--- src/fdh_pkg.sv ---
// Package of constants and types for the flash disk host port controller
package fdh_pkg;
  localparam int ADDR_W = 13;
  localparam int DATA_W = 8;
  localparam int PAGE_BYTES = 512;
  localparam int SIG_BYTES = 6;
  localparam int SYM_BITS = 10;
  localparam int FIFO_DEPTH = 16;
  // Strobe timing, in ns, and derived cycle counts at 10 MHz
  localparam int CLK_NS = 100;
  localparam int SETUP_NS = 100;
  localparam int STROBE_NS = 200;
  localparam int HOLD_NS = 100;
  localparam int SETUP_CYC = (SETUP_NS + CLK_NS - 1) / CLK_NS;
  localparam int STROBE_CYC = (STROBE_NS + CLK_NS - 1) / CLK_NS;
  localparam int HOLD_CYC = (HOLD_NS + CLK_NS - 1) / CLK_NS;
  // Window locations; the controller itself uses only CTRL_ADDR and DATA_ADDR
  localparam logic [12:0] CTRL_ADDR = 13'h1002;
  localparam logic [12:0] STATUS_ADDR = 13'h1004;
  localparam logic [12:0] DATA_ADDR = 13'h1800;
  localparam logic [12:0] SIG_ADDR = 13'h1008;
  localparam logic [7:0] LEAVE_RST_1 = 8'h0D;
  localparam logic [7:0] LEAVE_RST_2 = 8'h0D;
  localparam int READY_BIT = 7;
  typedef enum logic [1:0] {FDH_CMD_RD, FDH_CMD_WR, FDH_CMD_WAKE, FDH_CMD_PAGE} fdh_cmd_e;
endpackage

--- src/fdh_stream_if.sv ---
// Interface carrying the data stream between controller and its FIFO
`timescale 1ns/1ns
interface fdh_stream_if #(parameter int W = 8);
  logic valid;
  logic ready;
  logic [W-1:0] data;
  modport src (output valid, output data, input ready);
  modport snk (input valid, input data, output ready);
endinterface

--- src/fdh_fifo.sv ---
// Parameterised flip-flop FIFO with valid and ready on both sides
`timescale 1ns/1ns
module fdh_fifo #(
  parameter int WIDTH = 8,
  parameter int DEPTH = 16
) (
  input wire logic clk,
  input wire logic rst,
  fdh_stream_if.snk in_s,
  fdh_stream_if.src out_s
);
  localparam int AW = $clog2(DEPTH);
  logic [WIDTH-1:0] mem_reg [DEPTH];
  logic [AW-1:0] wr_ptr_reg;
  logic [AW-1:0] rd_ptr_reg;
  logic [AW:0] cnt_reg;
  logic push;
  logic pop;
  assign in_s.ready = (cnt_reg != (AW+1)'(DEPTH));
  assign out_s.valid = (cnt_reg != '0);
  assign out_s.data = mem_reg[rd_ptr_reg];
  assign push = in_s.valid && in_s.ready;
  assign pop = out_s.valid && out_s.ready;
  always_ff @(posedge clk) begin
    if (push) begin
      mem_reg[wr_ptr_reg] <= in_s.data;
    end
  end
  always_ff @(posedge clk or posedge rst) begin
    if (rst) begin
      wr_ptr_reg <= '0;
      rd_ptr_reg <= '0;
      cnt_reg <= '0;
    end else begin
      if (push) begin
        wr_ptr_reg <= (wr_ptr_reg == AW'(DEPTH-1)) ? '0 : wr_ptr_reg + 1'b1;
      end
      if (pop) begin
        rd_ptr_reg <= (rd_ptr_reg == AW'(DEPTH-1)) ? '0 : rd_ptr_reg + 1'b1;
      end
      if (push && !pop) begin
        cnt_reg <= cnt_reg + 1'b1;
      end else if (pop && !push) begin
        cnt_reg <= cnt_reg - 1'b1;
      end
    end
  end
  property p_no_overflow;
    @(posedge clk) disable iff (rst)
    cnt_reg <= (AW+1)'(DEPTH);
  endproperty
  a_no_overflow: assert property (p_no_overflow) else $error("fifo count exceeds depth");
endmodule

--- src/fdh_host.sv ---
// Host-side controller driving the flash disk memory window pins
`timescale 1ns/1ns
// Notes on behaviour
// - Host drives 13-bit window address each access
// - Write needs chip select and write low
// - Read needs chip select and output low
// - Strobes active low; high releases them
// - Host software corrects using the signature
// - Code uses 10-bit symbols, two correctable
// - Control register write sequence changes mode
module fdh_host
  import fdh_pkg::*;
#(
  parameter int FIFO_W = DATA_W,
  parameter int FIFO_D = FIFO_DEPTH
) (
  input wire logic clk,
  input wire logic rst,
  input wire logic cmd_valid,
  output logic cmd_ready,
  input wire logic [1:0] cmd_op,
  input wire logic [ADDR_W-1:0] cmd_addr,
  input wire logic [DATA_W-1:0] cmd_wdata,
  output logic rsp_valid,
  output logic [DATA_W-1:0] rsp_data,
  input wire logic rd_ready,
  output logic rd_valid,
  output logic [DATA_W-1:0] rd_data,
  output logic page_busy,
  output logic [ADDR_W-1:0] dev_addr,
  input wire logic [DATA_W-1:0] dev_data_in,
  output logic [DATA_W-1:0] dev_data_out,
  output logic dev_data_oe_n,
  output logic dev_ce_n,
  output logic dev_oe_n,
  output logic dev_we_n
);
  // ****************************************************************
  // Pin sampling and stream
  // ****************************************************************
  logic [DATA_W-1:0] din_meta_reg;
  logic [DATA_W-1:0] din_sync_reg;
  fdh_stream_if #(.W(FIFO_W)) fill_s ();
  fdh_stream_if #(.W(FIFO_W)) drain_s ();
  fdh_fifo #(.WIDTH(FIFO_W), .DEPTH(FIFO_D)) u_fifo (
    .clk(clk),
    .rst(rst),
    .in_s(fill_s),
    .out_s(drain_s)
  );
  assign rd_valid = drain_s.valid;
  assign rd_data = drain_s.data;
  assign drain_s.ready = rd_ready;
  always_ff @(posedge clk or posedge rst) begin
    if (rst) begin
      din_meta_reg <= '0;
      din_sync_reg <= '0;
    end else begin
      din_meta_reg <= dev_data_in;
      din_sync_reg <= din_meta_reg;
    end
  end
  // ****************************************************************
  // Access sequencer
  // ****************************************************************
  typedef enum logic [2:0] {FDH_IDLE, FDH_SETUP, FDH_STROBE, FDH_SAMPLE, FDH_HOLD, FDH_PUSH}
    fdh_state_e;
  fdh_state_e state_reg;
  logic [3:0] cnt_reg;
  logic is_write_reg;
  logic page_mode_reg;
  logic [9:0] page_left_reg;
  logic [1:0] wake_left_reg;
  logic [DATA_W-1:0] wdata_reg;
  logic [DATA_W-1:0] last_rd_reg;
  function automatic logic is_wr_op(input logic [1:0] op);
    return (op == FDH_CMD_WR) || (op == FDH_CMD_WAKE);
  endfunction
  assign cmd_ready = (state_reg == FDH_IDLE) && !page_mode_reg && (wake_left_reg == 2'd0);
  assign page_busy = page_mode_reg;
  assign fill_s.data = last_rd_reg;
  assign fill_s.valid = (state_reg == FDH_PUSH);
  always_ff @(posedge clk or posedge rst) begin
    if (rst) begin
      state_reg <= FDH_IDLE;
      cnt_reg <= '0;
      is_write_reg <= 1'b0;
      page_mode_reg <= 1'b0;
      page_left_reg <= '0;
      wake_left_reg <= '0;
      wdata_reg <= '0;
      last_rd_reg <= '0;
      dev_addr <= '0;
      dev_data_out <= '0;
      dev_data_oe_n <= 1'b1;
      dev_ce_n <= 1'b1;
      dev_oe_n <= 1'b1;
      dev_we_n <= 1'b1;
      rsp_valid <= 1'b0;
      rsp_data <= '0;
    end else begin
      rsp_valid <= 1'b0;
      case (state_reg)
        FDH_IDLE: begin
          if (cmd_valid && cmd_ready) begin
            dev_addr <= cmd_addr;
            is_write_reg <= is_wr_op(cmd_op);
            case (cmd_op)
              FDH_CMD_WAKE: begin
                // Leave-reset sequence: two control writes
                dev_addr <= CTRL_ADDR;
                wdata_reg <= LEAVE_RST_1;
                wake_left_reg <= 2'd1;
              end
              FDH_CMD_PAGE: begin
                // Device signs each page on the fly; host just streams it
                dev_addr <= DATA_ADDR;
                page_mode_reg <= 1'b1;
                page_left_reg <= 10'(PAGE_BYTES);
              end
              default: wdata_reg <= cmd_wdata;
            endcase
            cnt_reg <= 4'(SETUP_CYC);
            state_reg <= FDH_SETUP;
          end else if (wake_left_reg != 2'd0) begin
            dev_addr <= CTRL_ADDR;
            wdata_reg <= LEAVE_RST_2;
            is_write_reg <= 1'b1;
            wake_left_reg <= 2'd0;
            cnt_reg <= 4'(SETUP_CYC);
            state_reg <= FDH_SETUP;
          end else if (page_mode_reg) begin
            if (page_left_reg == 10'd0) begin
              page_mode_reg <= 1'b0;
            end else if (fill_s.ready) begin
              dev_addr <= DATA_ADDR;
              is_write_reg <= 1'b0;
              cnt_reg <= 4'(SETUP_CYC);
              state_reg <= FDH_SETUP;
            end
          end
        end
        FDH_SETUP: begin
          if (is_write_reg) begin
            dev_data_out <= wdata_reg;
            dev_data_oe_n <= 1'b0;
          end
          if (cnt_reg <= 4'd1) begin
            dev_ce_n <= 1'b0;
            dev_we_n <= !is_write_reg;
            dev_oe_n <= is_write_reg;
            cnt_reg <= 4'(STROBE_CYC);
            state_reg <= FDH_STROBE;
          end else begin
            cnt_reg <= cnt_reg - 4'd1;
          end
        end
        FDH_STROBE: begin
          // Device is clockless, so strobe width alone times the access
          if (cnt_reg <= 4'd1) begin
            state_reg <= FDH_SAMPLE;
          end else begin
            cnt_reg <= cnt_reg - 4'd1;
          end
        end
        FDH_SAMPLE: begin
          // Two extra cycles cover the data synchroniser
          if (cnt_reg == 4'd2) begin
            last_rd_reg <= din_sync_reg;
            dev_ce_n <= 1'b1;
            dev_oe_n <= 1'b1;
            dev_we_n <= 1'b1;
            cnt_reg <= 4'(HOLD_CYC);
            state_reg <= FDH_HOLD;
          end else begin
            cnt_reg <= cnt_reg + 4'd1;
          end
        end
        FDH_HOLD: begin
          if (cnt_reg <= 4'd1) begin
            dev_data_oe_n <= 1'b1;
            if (page_mode_reg) begin
              state_reg <= FDH_PUSH;
            end else begin
              rsp_valid <= 1'b1;
              // Signature bytes reach software here; correction stays in software
              rsp_data <= last_rd_reg;
              state_reg <= FDH_IDLE;
            end
          end else begin
            cnt_reg <= cnt_reg - 4'd1;
          end
        end
        FDH_PUSH: begin
          if (fill_s.ready) begin
            page_left_reg <= page_left_reg - 10'd1;
            state_reg <= FDH_IDLE;
          end
        end
        default: state_reg <= FDH_IDLE;
      endcase
    end
  end
  // ****************************************************************
  // Checks
  // ****************************************************************
  property p_wr_strobe;
    @(posedge clk) disable iff (rst)
    !dev_we_n |-> !dev_ce_n && dev_oe_n && !dev_data_oe_n;
  endproperty
  a_wr_strobe: assert property (p_wr_strobe) else $error("bad write strobe");

  property p_rd_strobe;
    @(posedge clk) disable iff (rst)
    !dev_oe_n |-> !dev_ce_n && dev_we_n && dev_data_oe_n;
  endproperty
  a_rd_strobe: assert property (p_rd_strobe) else $error("bad read strobe");

  property p_strobe_width;
    @(posedge clk) disable iff (rst)
    $fell(dev_ce_n) |-> !dev_ce_n [*3];
  endproperty
  a_strobe_width: assert property (p_strobe_width) else $error("strobe too short");

  property p_release;
    @(posedge clk) disable iff (rst)
    $rose(dev_ce_n) |-> dev_we_n && dev_oe_n;
  endproperty
  a_release: assert property (p_release) else $error("strobe left asserted");

  property p_addr_stable;
    @(posedge clk) disable iff (rst)
    !dev_ce_n |=> $stable(dev_addr) || dev_ce_n;
  endproperty
  a_addr_stable: assert property (p_addr_stable) else $error("address moved in access");

  property p_wake_second;
    @(posedge clk) disable iff (rst)
    (state_reg == FDH_IDLE && wake_left_reg == 2'd1) |=>
      wake_left_reg == 2'd0 && dev_addr == CTRL_ADDR;
  endproperty
  a_wake_second: assert property (p_wake_second) else $error("leave sequence incomplete");

  property p_page_addr;
    @(posedge clk) disable iff (rst)
    (page_mode_reg && !dev_ce_n) |-> dev_addr == DATA_ADDR;
  endproperty
  a_page_addr: assert property (p_page_addr) else $error("page read off data port");

  property p_rsp;
    @(posedge clk) disable iff (rst)
    rsp_valid |-> $past(state_reg) == FDH_HOLD;
  endproperty
  a_rsp: assert property (p_rsp) else $error("response out of sequence");

  // Idle means the pins are quiet, so a new command never lands mid-cycle
  property p_cmd_quiet;
    @(posedge clk) disable iff (rst)
    cmd_ready |-> dev_ce_n && dev_data_oe_n;
  endproperty
  a_cmd_quiet: assert property (p_cmd_quiet) else $error("pins busy while idle");

  property p_data_release;
    @(posedge clk) disable iff (rst)
    $rose(dev_data_oe_n) |-> dev_ce_n && dev_we_n;
  endproperty
  a_data_release: assert property (p_data_release) else $error("data dropped in write");

  property p_addr_hold;
    @(posedge clk) disable iff (rst)
    $rose(dev_ce_n) |-> $stable(dev_addr);
  endproperty
  a_addr_hold: assert property (p_addr_hold) else $error("address moved at release");

  property p_sample_in_strobe;
    @(posedge clk) disable iff (rst)
    (state_reg == FDH_SAMPLE && cnt_reg == 4'd2) |-> !dev_ce_n;
  endproperty
  a_sample_in_strobe: assert property (p_sample_in_strobe) else $error("late sample");

  property p_page_stall;
    @(posedge clk) disable iff (rst)
    (state_reg == FDH_IDLE && page_mode_reg && !fill_s.ready) |=> dev_ce_n;
  endproperty
  a_page_stall: assert property (p_page_stall) else $error("page read into full fifo");

  property p_cmd_take;
    @(posedge clk) disable iff (rst)
    (cmd_valid && cmd_ready) |=> state_reg == FDH_SETUP;
  endproperty
  a_cmd_take: assert property (p_cmd_take) else $error("command not started");

  property p_wr_data;
    @(posedge clk) disable iff (rst)
    !dev_data_oe_n |-> dev_data_out == wdata_reg;
  endproperty
  a_wr_data: assert property (p_wr_data) else $error("write data moved");
endmodule

--- config.mk ---
export PLATFORM = sky130hd
export DESIGN_NAME = fdh_host
export DESIGN_NICKNAME = d
export VERILOG_FILES = /design/src/fdh_pkg.sv /design/src/fdh_stream_if.sv /design/src/fdh_fifo.sv /design/src/fdh_host.sv
export SDC_FILE = /design/constraint.sdc
export NUM_CORES = 1
export LEC_CHECK = 0
export BUFFER_PORTS_ARGS = -buffer_cell sky130_fd_sc_hd__buf_2
export CAP_MARGIN = 20
export CORE_UTILIZATION = 64
export DETAILED_ROUTE_END_ITERATION = 8
export PLACE_DENSITY_LB_ADDON = 0.2
export SLEW_MARGIN = 0
export SYNTH_ARGS = -nofsm -noshare
export SYNTH_HDL_FRONTEND = slang
export SYNTH_SLANG_ARGS = --single-unit
--- constraint.sdc ---
create_clock -name clk -period 5.54 [get_ports clk]
set_input_delay 0.831 -clock clk [delete_from_list [all_inputs] [get_ports clk]]
set_output_delay 0.831 -clock clk [all_outputs]
set_load 0.1 [all_outputs]
==> results.toml, run 1 <==
[sta]
max_freq_ghz = 0.252
rsz0062_at_grt = "no"
fin_ws_ns = 1.58
whs_ns = 0.344
slew_violations = 0
hold_violations = 0
skew_ns = 0.00861
slew_headroom = 0.267
min_period_ns = 3.96
worstMarginPinSlew_ns = 1.10
min_period_over_period = 0.715
setup_viol = 0
setup_tns_ns = 0

[critical_path]
critPathSlowestCell = "dfrtp_2"
path_common_cell = "mux4_2"
ff2ff_setup_slack_ns = 2.26
cp-start-kind = "flip-flop"
ff2ff_path_depth = 12
worstSetupPathType = "reg -> out"
path_delay_family = "multiplexers"
crit_path_cell_trace = "buf_4, mux4_2, mux4_2, buf_2"
reg2reg_from = "state_reg[2]"
crit_buf_inv = 2
critPathMaxFanout = 29
r2r_end = "u_fifo.cnt_reg[4]"
crit_arrival_ns = 3.13
crit_required_ns = 4.71
crit_path_max_incr_delay_ns = 0.95
endpoint_kind = "output port"

[route]
drc = 0
vias_per_cell = 6.14
ant_nets = 0
wirelength_um = 19400
vias = 5393
drt_iter0_drc = 335
wl_per_cell_um = 22.1
drtPass1Iterations = 5

[synth]
synthXorXnorAreaFrac = 0.0130
synth_seq_cells = 227
yosysSeqAreaShare = 0.670
synth_edf_count = 128
synth_compound_area_frac = 0.0741
synth_top_area_frac = 0.407
synthSimpleGateAreaFrac = 0.0664
syn-num-nets = 649
synth_area_um2 = 9440
synthMuxAreaShare = 0.128
syn_inst = 596
synthFlopType = "edfxtp_1"
synthArstFlopShare = 0.436
yosysMostFrequentCell = "edfxtp_1"
ys_warn_count = 0
synth_top_family_by_area = "multiplexers"
yosys-top-cells-area = "edfxtp_1 41%, dfrtp_1 25%, mux4_2 9.5%"
yosysUniqueCellTypes = 71
synth_area_per_cell_um2 = 15.8
synth_commonest_cells = "128 x edfxtp_1, 95 x dfrtp_1, 40 x mux4_2"
synth_top_area_cell = "edfxtp_1"
synthAdderAreaFrac = 0.0247

[cells_and_area]
layout-area-overhead-vs-synth_pct = 13.9
antenna_cells = 0
final_area_um2 = 10700
drive_gt1_frac = 0.314
largest_register_ffs = 128
post-route-util = 0.742
fin_nets = 732

[placement]
numPortBuffers = 79
place_hpwl_um = 12000
gp_routability_congestion = 0.876
place_area_um2 = 10000
place_ws_ns = 2.05

[clock_tree]
cts.path.max_buffers = 3
clock_latency_ns = 0.51
cts_hold_buf = 0
clkTransAtPathRegs_ns = 0.06
cts.sinks = 227
post_cts_buffers = 0
htree_levels = 1
post_cts_resized = 0
cts-root-buf = "clkbuf_16"
cts_buffers = 22
cts_tree = "built"

[floorplanning]
die_x_um = 123
dieArea_um2 = 15200
die_h_um = 123
core_um2 = 14500
start_util = 0.652
rows = 44
num_io_pins = 80

[global_routing]
grt_max_degree = 62
grt_usage = 0.269
grt_pass1_vias = 5404
antenna_found_initial = 0
gr-total-overflow = 0
grt_pass1_wl_um = 29700

[power]
power.density_nw_per_um2 = 522
leakagePower_nw = 4.24
vdd_drop_max_mv = 0.371

[outcome]
status = "completed"

[worst_hold_path]
hold_class = "in -> async"

[run]
cap_violations = 0
## power breakdown
group	total [mW]	internal [mW]	leakage, nW	switching (mW)
Sequential	2.37	2.03	2.42	0.337
Clock	1.50	0.874	0.353	0.624
Combinational	1.74	0.613	1.47	1.13
Total	5.61	3.52	4.24	2.09
## per-layer routing
layer / global-route usage / vias up / routed length, µm
li1: - / 2426 / -
met1: 0.336 / 2668 / 7410
met2: 0.473 / 250 / 10100
met3: 0.0434 / 49 / 1330
met4: 0.100 / 0 / 566
met5: 0 / - / 0
## stage by stage
| stage | total power [mW] | cells |
|---|---|---|
| 3_5_place_dp | 4.13 | 839 |
| 6_report | 5.61 | 879 |
| 2_1_floorplan | 3.81 | 596 |
| 4_1_cts | 5.63 | 879 |
| 3_3_place_gp | 4.07 | 839 |
| 5_1_grt | 5.86 | 879 |
## cell type report
| type | instances | area (µm²) |
|---|---|---|
| sequential | 227 | 6330 |
| fill | 825 | 3730 |
| multi-input combinational | 318 | 2920 |
| clock buffer | 25 | 562 |
| timing repair buffer | 86 | 448 |
| tap | 184 | 230 |
| clock inverter | 15 | 164 |
| inverter | 24 | 92.6 |
## how the worst max path moves through the flow
stage / startpoint / to / slack [ns] / depth (start not counted)
6_report: u_fifo.rd_ptr_reg[0] / rd_data[1] / 1.58 / 4
5_1_grt: u_fifo.rd_ptr_reg[0] / rd_data[1] / 1.40 / 4
4_1_cts: u_fifo.rd_ptr_reg[0] / rd_data[1] / 1.51 / 4
3_5_place_dp: u_fifo.rd_ptr_reg[0] / rd_data[3] / 2.05 / 4
3_3_place_gp: u_fifo.rd_ptr_reg[0] / rd_data[1] / 2.10 / 4
2_1_floorplan: rst / cnt_reg[0] / 2.13 / 1
## cells by family after synthesis
group / count (synthesis)
buffers and inverters: 51
multiplexers: 67
AND/OR/NAND/NOR: 118
AO/OA/AOI/OAI: 101
adder cells (fa/ha/maj): 18
XOR/XNOR: 14
flip-flops: 227
## layout by cell type, fill, tap and decap left out, types with 4 or more instances in the layout
cell type,n
a21oi_1,18
nor3_2,8
buf_2,79
nor4_1,5
nor2_1,32
clkinv_2,5
a211oi_1,5
ha_1,17
a22o_1,12
xnor2_1,5
o21ai_0,25
dfrtp_1,94
dfstp_2,4
o211ai_1,6
edfxtp_1,128
mux4_2,40
xor2_1,9
o21ai_1,9
mux2_2,25
nor2b_1,5
inv_1,21
nand2b_1,5
clkbuf_16,22
nand2_1,31
buf_4,7
## worst reg2reg max path, cell delays in order (launching register included)
cell	delay (ns)
dfrtp_1	0.60
inv_1	0.18
a211oi_4	0.44
nand2b_1	0.32
inv_2	0.20
ha_1	0.20
inv_1	0.11
fa_1	0.41
a21o_1	0.18
a21oi_1	0.17
xnor2_1	0.14
nor2_1	0.06
xor2_1	0.14
Power figures use the tool's default switching activity.
==> inputs of run 2 (changes only) <==
Settings changed: CORE_UTILIZATION 64 to 54.
Clock period 5.54 ns to 3.19 ns, I/O delays scaled along.
==> run 2 against run 1 <==
Against the previous run:
- final cell count is 6.0% higher
- via count is 0.83% lower
- clock skew is 0.0049 ns higher
- design area is 1.6% higher
- flip-flop and latch count stayed put
- sequential power is 67% higher
- combinational power is 90% higher
- wire length is 5.9% lower
- non-clock buffer count is 17 higher
- critical endpoint is now rd_data[6]
- largest cell class unchanged
- highest routed layer unchanged
==> results.toml, run 2 (same netlist as run 1, synthesis figures left out) <==
[outcome]
status = "completed"

[sta]
slew_violations = 0
min_period_over_period = 0.957
setup_tns_ns = 0
min_period_ns = 3.05
slew_headroom = 0.503
setup_viol = 0
skew_ns = 0.0135
rsz0062_at_grt = "no"
hold_violations = 0
worstMarginPinSlew_ns = 0.745
max_freq_ghz = 0.328

[power]
p_clk_frac = 0.259
power_frac_seq = 0.404
leakagePower_nw = 4.34
vdd_drop_max_mv = 0.622
pwr-share-comb = 0.337
switchingPower_mw = 3.63
switching_share = 0.370
power.density_nw_per_um2 = 898
p_int_mw = 6.17
p_total_mw = 9.80

[route]
vias_per_cell = 5.74
drt_iter0_drc = 385
wl_per_cell_um = 19.6
ant_nets = 0
drc = 0
wirelength_um = 18300
vias = 5348
drtPass1Iterations = 7

[cells_and_area]
mostFrequentLayoutCell = "edfxtp_1"
antenna_cells = 0
largest_register_ffs = 128
mostFrequentLayoutCells = "128 x edfxtp_1, 94 x dfrtp_1, 79 x buf_2"
layout-area-overhead-vs-synth_pct = 15.6
fin_nets = 749
post-route-util = 0.649
drive_gt1_frac = 0.319

[floorplanning]
die_h_um = 134
rows = 47
num_io_pins = 80
start_util = 0.561
core_um2 = 16800
die_x_um = 134
dieArea_um2 = 18000

[run]
cap_violations = 0

[clock_tree]
cts-root-buf = "clkbuf_16"
htree_levels = 1
cts.sinks = 227
post_cts_resized = 0
cts.path.max_buffers = 3
cts_tree = "built"
clkTransAtPathRegs_ns = 0.06
post_cts_buffers = 0
cts_hold_buf = 0
clock_latency_ns = 0.50
cts_buffers = 22

[critical_path]
crit_end = "rd_data[6]"
crit_required_ns = 2.71
crit_path_start = "u_fifo.rd_ptr_reg[0]"
critPathMaxFanout = 37
worstSetupPathType = "reg -> out"
endpoint_kind = "output port"
ff2ff_path_depth = 11
ff2ff_setup_slack_ns = 0.27
crit_arrival_ns = 2.57
reg2reg_from = "u_fifo.cnt_reg[0]"
r2r_end = "u_fifo.cnt_reg[4]"
cp-start-kind = "flip-flop"

[global_routing]
grt_pass1_vias = 5502
grt_pass1_wl_um = 29800
gr-total-overflow = 0
grt_max_degree = 59
antenna_found_initial = 0
grt_usage = 0.216

[placement]
gp_routability_congestion = 0.761
place_hpwl_um = 12200
numPortBuffers = 79

[worst_hold_path]
min_from = "dev_data_in[1]"
holdPathStages = 1
hold_class = "in -> reg"
[run 2: power by group through the flow]
stage               combinational, mW  sequential [mW]  clock [mW]
detailed placement               3.32             4.02           0
global route                     3.52             4.02        2.69
CTS                              3.34             3.96        2.59
finish                           3.31             3.96        2.53
floorplan                        2.44             4.18           0
global placement                 3.23             3.99           0
[run 2: worst max-delay path, cell delays in order (launching register included)]
cell     delay, ns
dfrtp_2       0.37
buf_12        0.27
mux4_2        0.62
mux4_2        0.49
buf_2         0.31
[run 2: how the worst min path moves through the flow]
stage          slack, ns              end
6_report            0.08  din_meta_reg[1]
5_1_grt             0.07  din_meta_reg[1]
4_1_cts             0.06  din_meta_reg[1]
3_5_place_dp        0.33  din_sync_reg[0]
3_3_place_gp        0.33  din_sync_reg[3]
2_1_floorplan       0.33  din_sync_reg[0]
[run 2: through the flow]
step	setup slack, ns	std cells	area [µm²]	hold slack [ns]
2_1_floorplan	0.128	596	9440	0.331
3_3_place_gp	0.429	892	10200	0.332
3_5_place_dp	0.304	892	10200	0.335
4_1_cts	0.0971	932	10900	0.0649
5_1_grt	0.0464	932	10900	0.0652
6_report	0.137	932	10900	0.0800
[run 2: layer usage]
metal | vias up | track usage | routed length, µm
li1 | 2463 | - | -
met4 | 0 | 0.0456 | 270
met2 | 180 | 0.349 | 8800
met1 | 2678 | 0.304 | 7880
met3 | 27 | 0.0461 | 1300
met5 | - | 0 | 0
[run 2: cell type report]
| type | count | area, µm² |
|---|---|---|
| clock buffer | 33 | 623 |
| clock inverter | 7 | 95.1 |
| fill | 1222 | 5900 |
| inverter | 24 | 92.6 |
| multi-input combinational | 318 | 2890 |
| sequential | 227 | 6330 |
| tap | 220 | 275 |
| timing repair buffer | 103 | 613 |
